===== src/logic/prm_pkg.sv =====
package prm_pkg;

    // Pin and field sizes
    localparam int NUM_PINS   = 16;
    localparam int SEL_W      = 4;
    localparam int NUM_IN     = 20;
    localparam int IDX_W      = 5;
    localparam int NUM_OUT_FN = 11;

    // Peripheral input indices
    localparam logic [IDX_W-1:0] IN_IRQ1      = 5'h00;
    localparam logic [IDX_W-1:0] IN_IRQ2      = 5'h01;
    localparam logic [IDX_W-1:0] IN_IRQ3      = 5'h02;
    localparam logic [IDX_W-1:0] IN_IRQ4      = 5'h03;
    localparam logic [IDX_W-1:0] IN_TMR2_CLK  = 5'h04;
    localparam logic [IDX_W-1:0] IN_TMR3_CLK  = 5'h05;
    localparam logic [IDX_W-1:0] IN_TMR4_CLK  = 5'h06;
    localparam logic [IDX_W-1:0] IN_TMR5_CLK  = 5'h07;
    localparam logic [IDX_W-1:0] IN_CAPT1     = 5'h08;
    localparam logic [IDX_W-1:0] IN_CAPT2     = 5'h09;
    localparam logic [IDX_W-1:0] IN_CAPT3     = 5'h0A;
    localparam logic [IDX_W-1:0] IN_CAPT4     = 5'h0B;
    localparam logic [IDX_W-1:0] IN_CAPT5     = 5'h0C;
    localparam logic [IDX_W-1:0] IN_CMP_FLT_A = 5'h0D;
    localparam logic [IDX_W-1:0] IN_CMP_FLT_B = 5'h0E;
    localparam logic [IDX_W-1:0] IN_UART1_RX  = 5'h0F;
    localparam logic [IDX_W-1:0] IN_UART1_CTS = 5'h10;
    localparam logic [IDX_W-1:0] IN_SPI1_DI   = 5'h11;
    localparam logic [IDX_W-1:0] IN_SPI1_CLK  = 5'h12;
    localparam logic [IDX_W-1:0] IN_SPI1_SS   = 5'h13;

    // Pins each input may be routed from (group A is pins 0-7, group B pins 8-15)
    localparam logic [NUM_PINS-1:0] GRP_A = 16'h00FF;
    localparam logic [NUM_PINS-1:0] GRP_B = 16'hFF00;
    localparam logic [NUM_PINS-1:0] IN_VALID_MASK [NUM_IN] = '{
        GRP_A, GRP_B, GRP_A, GRP_B, GRP_A, GRP_B, GRP_A, GRP_B,
        GRP_A, GRP_B, GRP_A, GRP_B, GRP_A, GRP_A, GRP_B, GRP_A,
        GRP_B, GRP_A, GRP_B, GRP_A
    };

    // Output function codes held per pin
    localparam logic [SEL_W-1:0] OUT_NONE      = 4'h0;
    localparam logic [SEL_W-1:0] OUT_UART1_TX  = 4'h1;
    localparam logic [SEL_W-1:0] OUT_UART1_RTS = 4'h2;
    localparam logic [SEL_W-1:0] OUT_SPI1_DO   = 4'h3;
    localparam logic [SEL_W-1:0] OUT_SPI1_CLK  = 4'h4;
    localparam logic [SEL_W-1:0] OUT_SPI1_SS   = 4'h5;
    localparam logic [SEL_W-1:0] OUT_CMP1      = 4'h6;
    localparam logic [SEL_W-1:0] OUT_CMP2      = 4'h7;
    localparam logic [SEL_W-1:0] OUT_CMP3      = 4'h8;
    localparam logic [SEL_W-1:0] OUT_CMP4      = 4'h9;
    localparam logic [SEL_W-1:0] OUT_CMP5      = 4'hA;

    // Values after reset
    localparam logic [SEL_W-1:0]  IN_SEL_RST  = 4'h0;
    localparam logic [SEL_W-1:0]  OUT_SEL_RST = 4'h0;
    localparam logic              LEVEL_IDLE  = 1'b0;

endpackage


===== src/logic/prm_pin_if.sv =====
interface prm_pin_if;
    logic [prm_pkg::NUM_PINS-1:0] level;
    logic [prm_pkg::NUM_PINS-1:0] analog;

    modport mux   (output level, output analog);
    modport route (input level, input analog);
endinterface


===== src/logic/prm_in_route.sv =====
module prm_in_route #(
    parameter logic [prm_pkg::NUM_PINS-1:0] VALID_MASK = 16'hFFFF
) (
    input  wire logic                      i_ref_clk,
    input  wire logic                      i_rst,
    prm_pin_if.route                       pins,
    input  wire logic [prm_pkg::SEL_W-1:0] i_sel,
    input  wire logic                      i_assigned,
    output logic                           o_connected,
    output logic                           o_level
);

    logic connect;

    // Pin reaches the input only when assigned, in range and not analog
    assign connect = i_assigned && VALID_MASK[i_sel] && !pins.analog[i_sel];

    // Registered peripheral input level, idle when disconnected
    always_ff @(posedge i_ref_clk or posedge i_rst) begin
        if (i_rst) begin
            o_level     <= prm_pkg::LEVEL_IDLE;
            o_connected <= 1'b0;
        end else begin
            o_level     <= connect ? pins.level[i_sel] : prm_pkg::LEVEL_IDLE;
            o_connected <= connect;
        end
    end

endmodule


===== src/logic/prm_top.sv =====
module prm_top (
    input  wire logic                           i_ref_clk,
    input  wire logic                           i_rst,
    // Configuration write port
    input  wire logic                           i_cfg_wr,
    input  wire logic                           i_cfg_is_out,
    input  wire logic [prm_pkg::IDX_W-1:0]      i_cfg_index,
    input  wire logic [prm_pkg::SEL_W-1:0]      i_cfg_value,
    input  wire logic                           i_cfg_unlock,
    output logic                                o_cfg_refused,
    // Remappable pins
    input  wire logic [prm_pkg::NUM_PINS-1:0]   i_pin_in,
    input  wire logic [prm_pkg::NUM_PINS-1:0]   i_pin_analog,
    output logic      [prm_pkg::NUM_PINS-1:0]   o_pin_out,
    output logic      [prm_pkg::NUM_PINS-1:0]   o_pin_oe,
    // Fixed default digital functions of each pin
    input  wire logic [prm_pkg::NUM_PINS-1:0]   i_dflt_out,
    input  wire logic [prm_pkg::NUM_PINS-1:0]   i_dflt_oe,
    output logic      [prm_pkg::NUM_PINS-1:0]   o_dflt_in,
    // Remappable peripheral outputs, indexed by function code
    input  wire logic [prm_pkg::NUM_OUT_FN-1:0] i_fn_out,
    input  wire logic [prm_pkg::NUM_OUT_FN-1:0] i_fn_active,
    // Remappable peripheral inputs, their status and per-pin output remap status
    output logic      [prm_pkg::NUM_IN-1:0]     o_periph_in,
    output logic      [prm_pkg::NUM_IN-1:0]     o_in_connected,
    output logic      [prm_pkg::NUM_PINS-1:0]   o_pin_remapped,
    output logic      [prm_pkg::NUM_PINS-1:0]   o_pin_overridden
);

    localparam int EXT_W = 1 << prm_pkg::SEL_W;

    logic [prm_pkg::SEL_W-1:0]    in_sel_reg  [prm_pkg::NUM_IN];
    logic [prm_pkg::NUM_IN-1:0]   in_assigned_reg;
    logic [prm_pkg::SEL_W-1:0]    out_sel_reg [prm_pkg::NUM_PINS];

    logic                         cfg_in_hit;
    logic                         cfg_out_hit;
    logic                         cfg_take;

    logic [EXT_W-1:0]             fn_out_ext;
    logic [EXT_W-1:0]             fn_active_ext;

    logic [prm_pkg::NUM_PINS-1:0] pin_out_next;
    logic [prm_pkg::NUM_PINS-1:0] pin_oe_next;
    logic [prm_pkg::NUM_PINS-1:0] dflt_in_next;
    logic [prm_pkg::NUM_PINS-1:0] remapped_next;
    logic [prm_pkg::NUM_PINS-1:0] overridden_next;

    prm_pin_if pin_bus ();

    // Write decode: index must name an existing select of the chosen set
    assign cfg_in_hit  = !i_cfg_is_out && (i_cfg_index < prm_pkg::NUM_IN);
    assign cfg_out_hit = i_cfg_is_out && (i_cfg_index < prm_pkg::NUM_PINS);
    assign cfg_take    = i_cfg_wr && i_cfg_unlock && (cfg_in_hit || cfg_out_hit);

    // Input select fields, one per peripheral input
    always_ff @(posedge i_ref_clk or posedge i_rst) begin
        if (i_rst) begin
            for (int i = 0; i < prm_pkg::NUM_IN; i++) begin
                in_sel_reg[i] <= prm_pkg::IN_SEL_RST;
            end
        end else if (cfg_take && cfg_in_hit) begin
            in_sel_reg[i_cfg_index] <= i_cfg_value;
        end
    end

    // Assigned flags: no input is routed until first written
    always_ff @(posedge i_ref_clk or posedge i_rst) begin
        if (i_rst) begin
            in_assigned_reg <= '0;
        end else if (cfg_take && cfg_in_hit) begin
            in_assigned_reg[i_cfg_index] <= 1'b1;
        end
    end

    // Output select fields, one per remappable pin
    always_ff @(posedge i_ref_clk or posedge i_rst) begin
        if (i_rst) begin
            for (int p = 0; p < prm_pkg::NUM_PINS; p++) begin
                out_sel_reg[p] <= prm_pkg::OUT_SEL_RST;
            end
        end else if (cfg_take && cfg_out_hit) begin
            out_sel_reg[i_cfg_index[prm_pkg::SEL_W-1:0]] <= i_cfg_value;
        end
    end

    // Refusal pulse for locked or unmapped writes
    always_ff @(posedge i_ref_clk or posedge i_rst) begin
        if (i_rst) begin
            o_cfg_refused <= 1'b0;
        end else begin
            o_cfg_refused <= i_cfg_wr && !cfg_take;
        end
    end

    // Function vectors widened to the full code space
    assign fn_out_ext    = {{(EXT_W - prm_pkg::NUM_OUT_FN){1'b0}}, i_fn_out};
    assign fn_active_ext = {{(EXT_W - prm_pkg::NUM_OUT_FN){1'b0}}, i_fn_active};

    // Per-pin output priority: analog, then remapped, then default
    always_comb begin
        pin_out_next    = '0;
        pin_oe_next     = '0;
        dflt_in_next    = '0;
        remapped_next   = '0;
        overridden_next = '0;
        for (int p = 0; p < prm_pkg::NUM_PINS; p++) begin
            if (i_pin_analog[p]) begin
                pin_out_next[p] = 1'b0;
                pin_oe_next[p]  = 1'b0;
            end else if ((out_sel_reg[p] != prm_pkg::OUT_NONE)
                         && fn_active_ext[out_sel_reg[p]]) begin
                pin_out_next[p]    = fn_out_ext[out_sel_reg[p]];
                pin_oe_next[p]     = 1'b1;
                remapped_next[p]   = 1'b1;
                overridden_next[p] = i_dflt_oe[p];
            end else begin
                pin_out_next[p] = i_dflt_out[p];
                pin_oe_next[p]  = i_dflt_oe[p];
                dflt_in_next[p] = i_pin_in[p];
            end
        end
    end

    // Registered pin drivers and status
    always_ff @(posedge i_ref_clk or posedge i_rst) begin
        if (i_rst) begin
            o_pin_out        <= '0;
            o_pin_oe         <= '0;
            o_dflt_in        <= '0;
            o_pin_remapped   <= '0;
            o_pin_overridden <= '0;
        end else begin
            o_pin_out        <= pin_out_next;
            o_pin_oe         <= pin_oe_next;
            o_dflt_in        <= dflt_in_next;
            o_pin_remapped   <= remapped_next;
            o_pin_overridden <= overridden_next;
        end
    end

    // Pin levels shared with every input router
    assign pin_bus.level  = i_pin_in;
    assign pin_bus.analog = i_pin_analog;

    // One router per peripheral input
    for (genvar g = 0; g < prm_pkg::NUM_IN; g++) begin : g_in
        prm_in_route #(
            .VALID_MASK (prm_pkg::IN_VALID_MASK[g])
        ) u_route (
            .i_ref_clk   (i_ref_clk),
            .i_rst       (i_rst),
            .pins        (pin_bus),
            .i_sel       (in_sel_reg[g]),
            .i_assigned  (in_assigned_reg[g]),
            .o_connected (o_in_connected[g]),
            .o_level     (o_periph_in[g])
        );
    end

endmodule


===== config.mk =====
export PLATFORM = sky130hd
export DESIGN_NAME = prm_top
export DESIGN_NICKNAME = d
export VERILOG_FILES = /design/src/logic/prm_pkg.sv /design/src/logic/prm_pin_if.sv /design/src/logic/prm_in_route.sv /design/src/logic/prm_top.sv
export SDC_FILE = /design/constraint.sdc
export NUM_CORES = 1
export LEC_CHECK = 0
export BUFFER_PORTS_ARGS = -buffer_cell sky130_fd_sc_hd__buf_2
export CORE_MARGIN = 3
export CORE_UTILIZATION = 35
export CTS_BUF_LIST = sky130_fd_sc_hd__clkbuf_8
export CTS_CLUSTER_DIAMETER = 80
export DETAILED_ROUTE_END_ITERATION = 10
export SKIP_LAST_GASP = 1
export SLEW_MARGIN = 20
export SYNTH_ARGS = -nofsm -noshare
export SYNTH_HDL_FRONTEND = slang
export SYNTH_SLANG_ARGS = --single-unit

===== constraint.sdc =====
create_clock -name i_ref_clk -period 12.8 [get_ports i_ref_clk]
set_input_delay 1.92 -clock i_ref_clk [delete_from_list [all_inputs] [get_ports i_ref_clk]]
set_output_delay 1.92 -clock i_ref_clk [all_outputs]
set_load 0.01 [all_outputs]

After elaboration in Yosys (flattened, before gate mapping)
Memory sizes are Yosys's and may differ from the RTL's.
Index checks and enable logic that the tools add are counted.
{ "classes": {"magnitude_cmp": 44, "muxes": 352, "bitwise": 3, "n_reduce_logical": 105} }
{ "op_table": {"columns": ["op", "count"], "rows": [
  ["1-bit binary-select mux with 4-bit select", 72],
  ["1-bit two-way mux", 273],
  ["4-bit by 5-bit less-than comparator with 1-bit output, second input constant", 36],
  ["80-bit bitwise mux", 1],
  ["1-bit logical AND", 66],
  ["64-bit bitwise mux", 1],
  ["4-bit nonzero test", 16],
  ["1-bit logical NOT", 22],
  ["4-bit demux with 5-bit select", 1],
  ["20-bit bitwise OR", 1],
  ["4-bit demux with 4-bit select", 1],
  ["5-bit less-than comparator, second input constant", 2],
  ["4-bit two-way mux", 2],
  ["6-bit greater-or-equal comparator, second input constant", 1],
  ["5-bit by 6-bit less-than comparator with 1-bit output, second input constant", 1],
  ["6-bit by 1-bit less-than comparator with 1-bit output, second input constant", 1],
  ["5-bit NOT with 6-bit output", 1],
  ["1-bit demux with 5-bit select", 1],
  ["5-bit by 1-bit greater-or-equal comparator with 1-bit output, second input constant", 1],
  ["5-bit greater-or-equal comparator, second input constant", 1],
  ["5-bit by 1-bit less-than comparator with 1-bit output, second input constant", 1],
  ["4-bit NOT with 5-bit output", 1],
  ["1-bit logical OR", 1]
]} }
{ "word_totals": {"ff_bits": 285, "romBits": 320, "inputBits": 100, "output_inout_bits": 121, "wordCells": 607, "memories": 20} }
{ "mem_list": {"columns": ["memory", "words", "width", "rd", "rd_clocked_by_memory_dff", "wr", "line", "source"], "rows": [
  ["(no name shown)", 16, 1, 1, 0, 0, "prm_in_route.sv:16", "assign connect = i_assigned && VALID_MASK[i_sel] && !pins.analog[i_sel];"],
  ["(no name shown)", 16, 1, 1, 0, 0, "prm_in_route.sv:16", null],
  ["(no name shown)", 16, 1, 1, 0, 0, "prm_in_route.sv:16", null],
  ["(no name shown)", 16, 1, 1, 0, 0, "prm_in_route.sv:16", null],
  ["(no name shown)", 16, 1, 1, 0, 0, "prm_in_route.sv:16", null],
  ["(no name shown)", 16, 1, 1, 0, 0, "prm_in_route.sv:16", null],
  ["14 more memories", null, null, null, null, null, null, null]
]} }

Longest topological paths before layout
Gate-level depths: netlist of the first run.
{ "logic_depth": {"ltp_word": 6, "ltp_mapped": 6, "mapped_depth_nobuf": 4} }

By module
From an unflattened synthesis of the first run, not the netlist that was laid out.
{ "hier_totals": {"cells_unflattened": 1257, "area_unflattened_um2": 16259.3} }
{ "modules_own_cells": {"columns": ["module", "instances", "cells_per_inst", "area_per_inst_um2", "seq_area_each_um2"], "rows": [
  ["prm_top", 1, 975, 12174.2, 6130.9],
  ["prm_in_route at g_in[0].u_route ...", 11, 15, 212.7, 50.0],
  ["prm_in_route at g_in[11].u_route ...", 9, 13, 193.9, 50.0]
]} }

Worst setup path before layout of the first run
Ideal clock, no wire load.
{ "synth_timing": {"kind": "input port to flip-flop", "start": "input i_cfg_is_out", "end": "register in_sel_reg[24] (netlist bit)", "setup_ns": 0.125, "t_arrival_ns": 3.112, "required_ns": 12.675, "setup_slack_ns": 9.563, "path_stages": 5, "path_buffers": 1, "path_cell_list": "nand3b_1 > nor3b_1 > and2_0 > buf_2 > mux2_2"} }
{ "synth_between": {"elab_chain_len": 5, "elab_cells_between_ends": 6, "cone_classes": "reduce/logical (6)"} }
{ "synth_lines": {"columns": ["element", "line", "source"], "rows": [
  ["start, declared", "prm_top.sv:6", "input wire logic i_cfg_is_out,"],
  ["1-bit logical NOT", "prm_top.sv:52", "assign cfg_in_hit = !i_cfg_is_out && (i_cfg_index < prm_pkg::NUM_IN);"],
  ["1-bit logical AND", "prm_top.sv:52", null],
  ["1-bit logical OR", "prm_top.sv:54", "assign cfg_take = i_cfg_wr && i_cfg_unlock && (cfg_in_hit || cfg_out_hit);"],
  ["1-bit logical AND", "prm_top.sv:54", null],
  ["1-bit logical AND *", "prm_top.sv:62", "end else if (cfg_take && cfg_in_hit) begin"],
  ["end signal, assigned by index", "prm_top.sv:60", "in_sel_reg[i] <= prm_pkg::IN_SEL_RST;"],
  ["end signal, assigned by index", "prm_top.sv:63", "in_sel_reg[i_cfg_index] <= i_cfg_value;"],
  ["end, declared", "prm_top.sv:32", "logic [prm_pkg::SEL_W-1:0] in_sel_reg [prm_pkg::NUM_IN];"]
]} }
Mark *: on every way between the ends. The rest lies on a longest branch, timed or not.
A chain may end at the register's enable or synchronous reset.

Worst setup path after layout of the first run
{ "layout_timing": {"start": "input i_cfg_index[4] (netlist bit)", "end": "register out_sel_reg[51] (netlist bit)"} }
{ "layout_between": {"elab_chain_len": 5, "elab_cells_between_ends": 7, "cone_classes": "order compare (2); reduce/logical (5)"} }
{ "layout_lines": {"columns": ["element", "line", "source"], "rows": [
  ["start, declared", "prm_top.sv:7", "input wire logic [prm_pkg::IDX_W-1:0] i_cfg_index,"],
  ["5-bit less-than comparator (on tied branches)", "prm_top.sv:52, prm_top.sv:53", null],
  ["1-bit logical AND (on tied branches)", "prm_top.sv:52, prm_top.sv:53", null],
  ["1-bit logical OR", "prm_top.sv:54", null],
  ["1-bit logical AND", "prm_top.sv:54", null],
  ["1-bit logical AND *", "prm_top.sv:82", "end else if (cfg_take && cfg_out_hit) begin"],
  ["end signal, assigned by index", "prm_top.sv:80", "out_sel_reg[p] <= prm_pkg::OUT_SEL_RST;"],
  ["end signal, assigned by index", "prm_top.sv:83", "out_sel_reg[i_cfg_index[prm_pkg::SEL_W-1:0]] <= i_cfg_value;"],
  ["end, declared", "prm_top.sv:34", "logic [prm_pkg::SEL_W-1:0] out_sel_reg [prm_pkg::NUM_PINS];"]
]} }
Marks and branches as above.

==> results by group, run 1 <==
Status
  • Status: finished clean

Synth
  • Synthesis Warnings: 0
  • Number of synthesized flops with an enable pin: 0
  • Cell Area, Synth: 16,360 µm²
  • Primary FF master, synth: dfrtp_1
  • Synth async-reset ratio: 100.0%
  • Post-synthesis instance total: 1,231
  • Syn_nets: 1,331
  • #FFs+latches synth: 285
  • Seq/Total Area, Yosys: 43.59%
  • Yosys cell types: 38
  • Mean Syn Cell Area: 13.29 µm²

Global route
  • Vias in the first global route: 11.93k
  • Remaining global-route overflow: 0
  • Largest net degree at the start of global routing: 172
  • Initial antenna violation count: 3
  • GR Util All Layers: 19.90%
  • First-pass GRT wire length: 75,060 µm

STA
  • Fin. max-slew vios: 0
  • Setup Viol. Count Final: 0
  • Setup tns final: 0 ns
  • Min cycle time layout: 3.584 ns
  • Achievable frequency: 279.0 MHz
  • Fin crit share: 28.00%
  • Setup Skew: 0.02355 ns
  • RSZ-0062 raised after global routing: no
  • Final hold viol count: 0
  • Worst slew margin: 29.25%
  • Worst Tran Pin Value: 1.061 ns

CTS
  • CTS tree: yes
  • Buffer depth of the longest clock path: 3
  • Setup bufs post-CTS: 0
  • CTS buffer count: 54
  • Cts repair resizes: 0
  • Root buffer cell: clkbuf_8
  • Clk sinks: 285
  • Worst-path clk slew: 0.06 ns
  • # hold bufs at CTS: 0
  • H-tree depth: 2
  • Clk_lat worst skew: 0.64 ns

Power and ir drop
  • Pwr/cell area: 131.1 nW/µm²
  • Total power: 2446 µW
  • Leak: 0.008537 µW
  • Peak VDD IR: 0.07082 mV

Die
  • Die Span Y: 222.2 µm
  • Die area: 49,380 µm²
  • FP Rows: 78
  • I/O pin count: 221
  • Die Wd: 222.2 µm
  • Core region area: 45,770 µm²
  • Starting Density: 35.74%

Hold path
  • Hold WC Path Type: reg2reg

Placement
  • Placed cell count: 1,916
  • Detailed placement HPWL: 30,590 µm
  • Dpl cell area: 17,490 µm²
  • Gpl congestion: 0.7815
  • PortBufs: 219

Setup path
  • R2R Setup Slk: 10.64 ns
  • Crit path kind: in2reg
  • Slowest CP cell: nor3_1
  • Critical path arrival: 4.10 ns
  • CP Data Required Time: 13.32 ns
  • CP peak stage delay: 0.83 ns
  • Family with the most delay on the worst path: simple AND/OR/NAND/NOR gates
  • Worst Setup End Kind: register
  • CP Max Fanout: 14
  • Crit path cell chain: buf_2, and4b_1, nand3_1, nor3_1, mux2_2
  • Buf/Inv on CP: 1
  • Setup crit start kind: input port

Finish
  • Final Non-Filler Cells: 2,012
  • Nets@finish: 1,472
  • Multi-input gate area: 8404 µm²
  • Share of layout cells above drive strength 1: 44.61%
  • Largest register FFs: 80
  • Register area: 7132 µm²
  • Design area: 18,660 µm²
  • Filler instances: 4,365
  • Synthesis-to-layout area growth: 14.03%

Route
  • Detail Route Antenna Nets: 0
  • Overall routed net length: 49,680 µm
  • Initial drt markers: 877
  • WL per Instance: 24.69 µm
  • Via-to-Cell Ratio: 5.710
  • Via count: 11.49k
  • Pre-Repair DR Iteration Count: 5
  • DR DRC count: 0

Run
  • Max capacitance violation total: 0
[logic make-up after synthesis]
family / share of synthesized area, %
flip-flops: 43.59
AO/OA/AOI/OAI: 3.166
AND/OR/NAND/NOR: 11.91
multiplexers: 36.30
buffers and inverters: 5.040
[metal layers]
metal	vias up	track usage [%]	part of all wire, %
met5	-	0	0
met4	0	5.408	2.1
met3	82	5.840	8.8
met2	545	31.49	47
met1	6038	26.84	42
li1	4823	-	-
[synthesized netlist by cell type, types with 5 or more instances]
cell type	number	share of area (%)
dfrtp_1	285	44
buf_4	40	1.8
buf_2	34	1.0
buf_6	6	0.41
nor2_1	74	1.7
a2bb2oi_1	6	0.32
mux4_2	123	17
a21oi_1	18	0.55
nor2b_1	34	1.3
mux2_2	171	12
nor3b_2	12	0.92
mux4_1	21	3.4
nand3_1	21	0.64
or2_2	8	0.31
nand2b_1	49	1.9
nand3b_1	5	0.23
nor4bb_1	14	0.86
a2bb2oi_2	10	0.92
and3_1	5	0.19
and3b_1	16	0.86
clkbuf_1	53	1.2
mux2i_1	69	4.2
a41o_1	16	0.98
nor3_1	19	0.58
inv_1	21	0.48
nand2_1	80	1.8
[report_power, final]
part	switching, µW	internal (µW)	total [µW]
logic	211	223	434
registers	78.4	974	1050
clock network	403	557	960
[layout by cell type (no fill, tap or decap), types with 14 or more instances in the layout]
cell	count
and3b_1	16
nor4bb_1	14
mux2_2	171
clkbuf_8	72
mux4_2	123
a41o_1	16
dfrtp_1	285
nand3_1	21
buf_2	219
inv_1	34
a21oi_1	18
nand2b_1	49
nor2b_1	34
mux2i_1	69
mux4_1	21
nor3_1	19
nand2_1	80
nor2_1	74
[layout make-up]
cell class              instances  share of cell area (%)
multi-input cells             790                   45.05
flip-flops and latches        285                   38.23
repair buffers                220                   5.983
clock buffers                  72                   5.312
well taps                     600                   4.024
clock inverters                22                  0.9121
inverters                      21                  0.4628
diodes                          2                 0.02683
[metrics by stage]
step	hold slack, ns	utilization (%)	worst slack (ns)
2_1_floorplan	0.4182	-	3.016
3_3_place_gp	0.4301	38.21	8.655
3_5_place_dp	0.4384	38.21	8.636
4_1_cts	0.4487	40.75	9.338
5_1_grt	0.4588	40.75	9.248
6_report	0.4451	40.76	9.216
[worst paths after layout]
check	end	start	cells after the start
setup / recovery	out_sel_reg[51]	i_cfg_index[4]	5
hold / removal	g_in[13].u_route.o_connected	in_sel_reg[27]	1
setup reg to reg	o_pin_out[15]	out_sel_reg[0]	3
hold reg to reg	g_in[13].u_route.o_connected	in_sel_reg[27]	1
max in group asynchronous	o_pin_overridden[10]	i_rst	3
min in group asynchronous	g_in[4].u_route.o_connected	i_rst	2
No activity file was read; power rests on OpenSTA's default activity.
==> run 2, diff against run 1 <==
Settings changed: ABC_AREA set to 1.
Clock period 12.8 ns to 3.8 ns, I/O delays scaled along.
==> run 2 against run 1 <==
Synthesized cell count rose by 94%. Setup slack worse by 7.3 ns. Combinational power rose to 3.8 times the previous value. Total power rose to 3.3 times the previous value. Clock skew increased by 0.021 ns. Non-clock buffer count is 4 higher. Global-route usage up 2.2 points. Synthesized area increased by 1.7%. Final cell count grew 57%. Sequential share of layout area shrank 0.10 points. Critical path depth up 5. Critical endpoint is now o_pin_out[6]. Largest cell class unchanged. Highest routed layer is now met5.
==> results by group, run 2 <==
Route
  • Initial drt markers: 1,813
  • Detail Route Antenna Nets: 0
  • DR DRC count: 0
  • Overall routed net length: 56,660 µm
  • Via-to-Cell Ratio: 5.219
  • WL per Instance: 17.88 µm
  • Pre-Repair DR Iteration Count: 7
  • Via count: 16.53k

Setup path
  • Worst Setup End Kind: register
  • Crit path cell chain: clkinv_1, nand2_1, nand3_1, nand2_1, nand2_1, nand3_1, nand2_1, nand2_1, inv_1, nor2_2
  • Setup crit start kind: register
  • CP dominant cell by count: nand2_1
  • CP peak stage delay: 0.58 ns
  • CP Data Required Time: 4.35 ns
  • Slowest CP cell: dfrtp_1
  • CP Max Fanout: 12
  • Critical path arrival: 2.44 ns
  • Crit path kind: reg2reg

STA
  • RSZ-0062 raised after global routing: no
  • Fin. max-slew vios: 0
  • Setup Skew: 0.04435 ns
  • Setup tns final: 0 ns
  • Worst slew margin: 31.32%
  • Final hold viol count: 0
  • Fin crit share: 49.74%
  • Min cycle time layout: 1.890 ns
  • Worst Tran Pin Value: 1.029 ns
  • Achievable frequency: 529.1 MHz
  • Hold WS: 0.04055 ns
  • Setup Viol. Count Final: 0

Placement
  • PortBufs: 219
  • Detailed placement HPWL: 36,270 µm
  • Gpl congestion: 0.8549

Global route
  • Largest net degree at the start of global routing: 86
  • GR Util All Layers: 22.14%
  • Initial antenna violation count: 2
  • Vias in the first global route: 15.55k
  • First-pass GRT wire length: 87,180 µm
  • Remaining global-route overflow: 0

CTS
  • Worst-path clk slew: 0.06 ns
  • Root buffer cell: clkbuf_8
  • Buffer depth of the longest clock path: 3
  • Clk_lat worst skew: 0.65 ns
  • Cts repair resizes: 0
  • Clk sinks: 285
  • # hold bufs at CTS: 0
  • CTS tree: yes
  • H-tree depth: 2
  • Setup bufs post-CTS: 0
  • CTS buffer count: 53

Power and ir drop
  • Peak VDD IR: 0.2434 mV
  • Pwr/cell area: 437.6 nW/µm²
  • Total power: 8186 µW
  • Leak: 0.009420 µW

Synth
  • Syn_nets: 2,490
  • Number of synthesized flops with an enable pin: 0
  • Mux cell area share after synthesis: 0%
  • Count leader, synth: nand2_1
  • Yosys top cell area share: 42.87%
  • Synthesis Warnings: 0
  • Seq/Total Area, Yosys: 42.87%
  • Post-synth top cells: 695 x nand2_1, 351 x o21ai_0, 285 x dfrtp_1
  • Cell Area, Synth: 16,640 µm²
  • Leading area contributor after synthesis: dfrtp_1
  • #FFs+latches synth: 285
  • Complex-gate fraction of the synthesized area: 17.07%
  • Adder-Cell Fraction of Synth Area: 0%
  • Synth async-reset ratio: 100.0%
  • Synth Area in XOR/XNOR: 0%
  • Post-synthesis instance total: 2,390
  • Area contributors post-synth: dfrtp_1 43%, nand2_1 16%, o21ai_0 11%
  • Synth Area in Simple Gates: 28.90%
  • Primary FF master, synth: dfrtp_1
  • Main combinational cell family by area after synthesis: simple AND/OR/NAND/NOR gates
  • Mean Syn Cell Area: 6.961 µm²
  • Yosys cell types: 30

Finish
  • Util after Layout: 40.01%
  • Share of layout cells above drive strength 1: 13.21%
  • Commonest non-fill, non-tap cell in the layout: nand2_1
  • Nets@finish: 2,621
  • Synthesis-to-layout area growth: 12.45%
  • Commonest non-fill, non-tap cells in the layout: 695 x nand2_1, 351 x o21ai_0, 285 x dfrtp_1
  • Largest register FFs: 80
  • Filler instances: 4,833

Die
  • Die Wd: 224.0 µm
  • FP Rows: 79
  • Die area: 50,180 µm²
  • I/O pin count: 221
  • Core region area: 46,750 µm²
  • Starting Density: 35.58%
  • Die Span Y: 224.0 µm

Run
  • Max capacitance violation total: 0

Status
  • Status: finished clean

Hold path
  • Hold WC Path Type: in2async
[run 2: critical path: cells and delay by family, from the launching register on]
family	cells	cell delay, ns
buffers and inverters	2	0.38
DFF	1	0.58
and+or+nand+nor	8	0.83
[run 2: cell families after synthesis]
kind of cell,Yosys count
simple gates,1164
buf+inv,396
flops,285
compound gates,545
[run 2: per-layer routing]
metal | vias up | wire length (µm) | global-route usage [%]
li1 | 8001 | - | -
met1 | 7592 | 23370 | 28.45
met2 | 769 | 26570 | 36.40
met3 | 167 | 4657 | 4.482
met4 | 4 | 2035 | 9.492
met5 | - | 27 | 0
[run 2: final timing paths]
kind                                     from                  to  slack [ns]  depth (start not counted)
setup / recovery              out_sel_reg[36]        o_pin_out[6]        1.91                         10
hold / removal                          i_rst       o_pin_out[10]        0.04                          2
setup reg to reg              out_sel_reg[36]        o_pin_out[6]        1.91                         10
hold reg to reg            in_assigned_reg[2]  in_assigned_reg[2]        0.45                          2
max in group asynchronous               i_rst        o_pin_out[1]        2.82                          3
min in group i_ref_clk        i_pin_analog[6]         o_pin_oe[6]        0.13                          2
[run 2: final cells by class]
class	count	area (µm²)	share of cell area, %
Inverter	248	934.6	4.996
Multi-Input combinational cell	1709	7646	40.87
Timing Repair Buffer	224	1159	6.194
Clock inverter	26	148.9	0.7959
Sequential cell	285	7132	38.12
Antenna cell	2	5.005	0.02675
Tap cell	607	759.5	4.060
Clock buffer	67	922.1	4.929
[run 2: stage by stage]
| stage | setup WS (ns) | instances | cell area, µm² |
|---|---|---|---|
| after floorplan | -0.5472 | 2390 | 16640 |
| after global placement | 1.526 | 3073 | 17630 |
| after detailed placement | 1.488 | 3073 | 17630 |
| after CTS | 1.924 | 3166 | 18700 |
| after global routing | 1.694 | 3166 | 18700 |
| final | 1.910 | 3168 | 18710 |
[run 2: where the power goes]
part	switching, µW	internal [µW]	total [µW]
clock network	1350	1640	3000
registers	246	3300	3540
logic	1100	544	1650
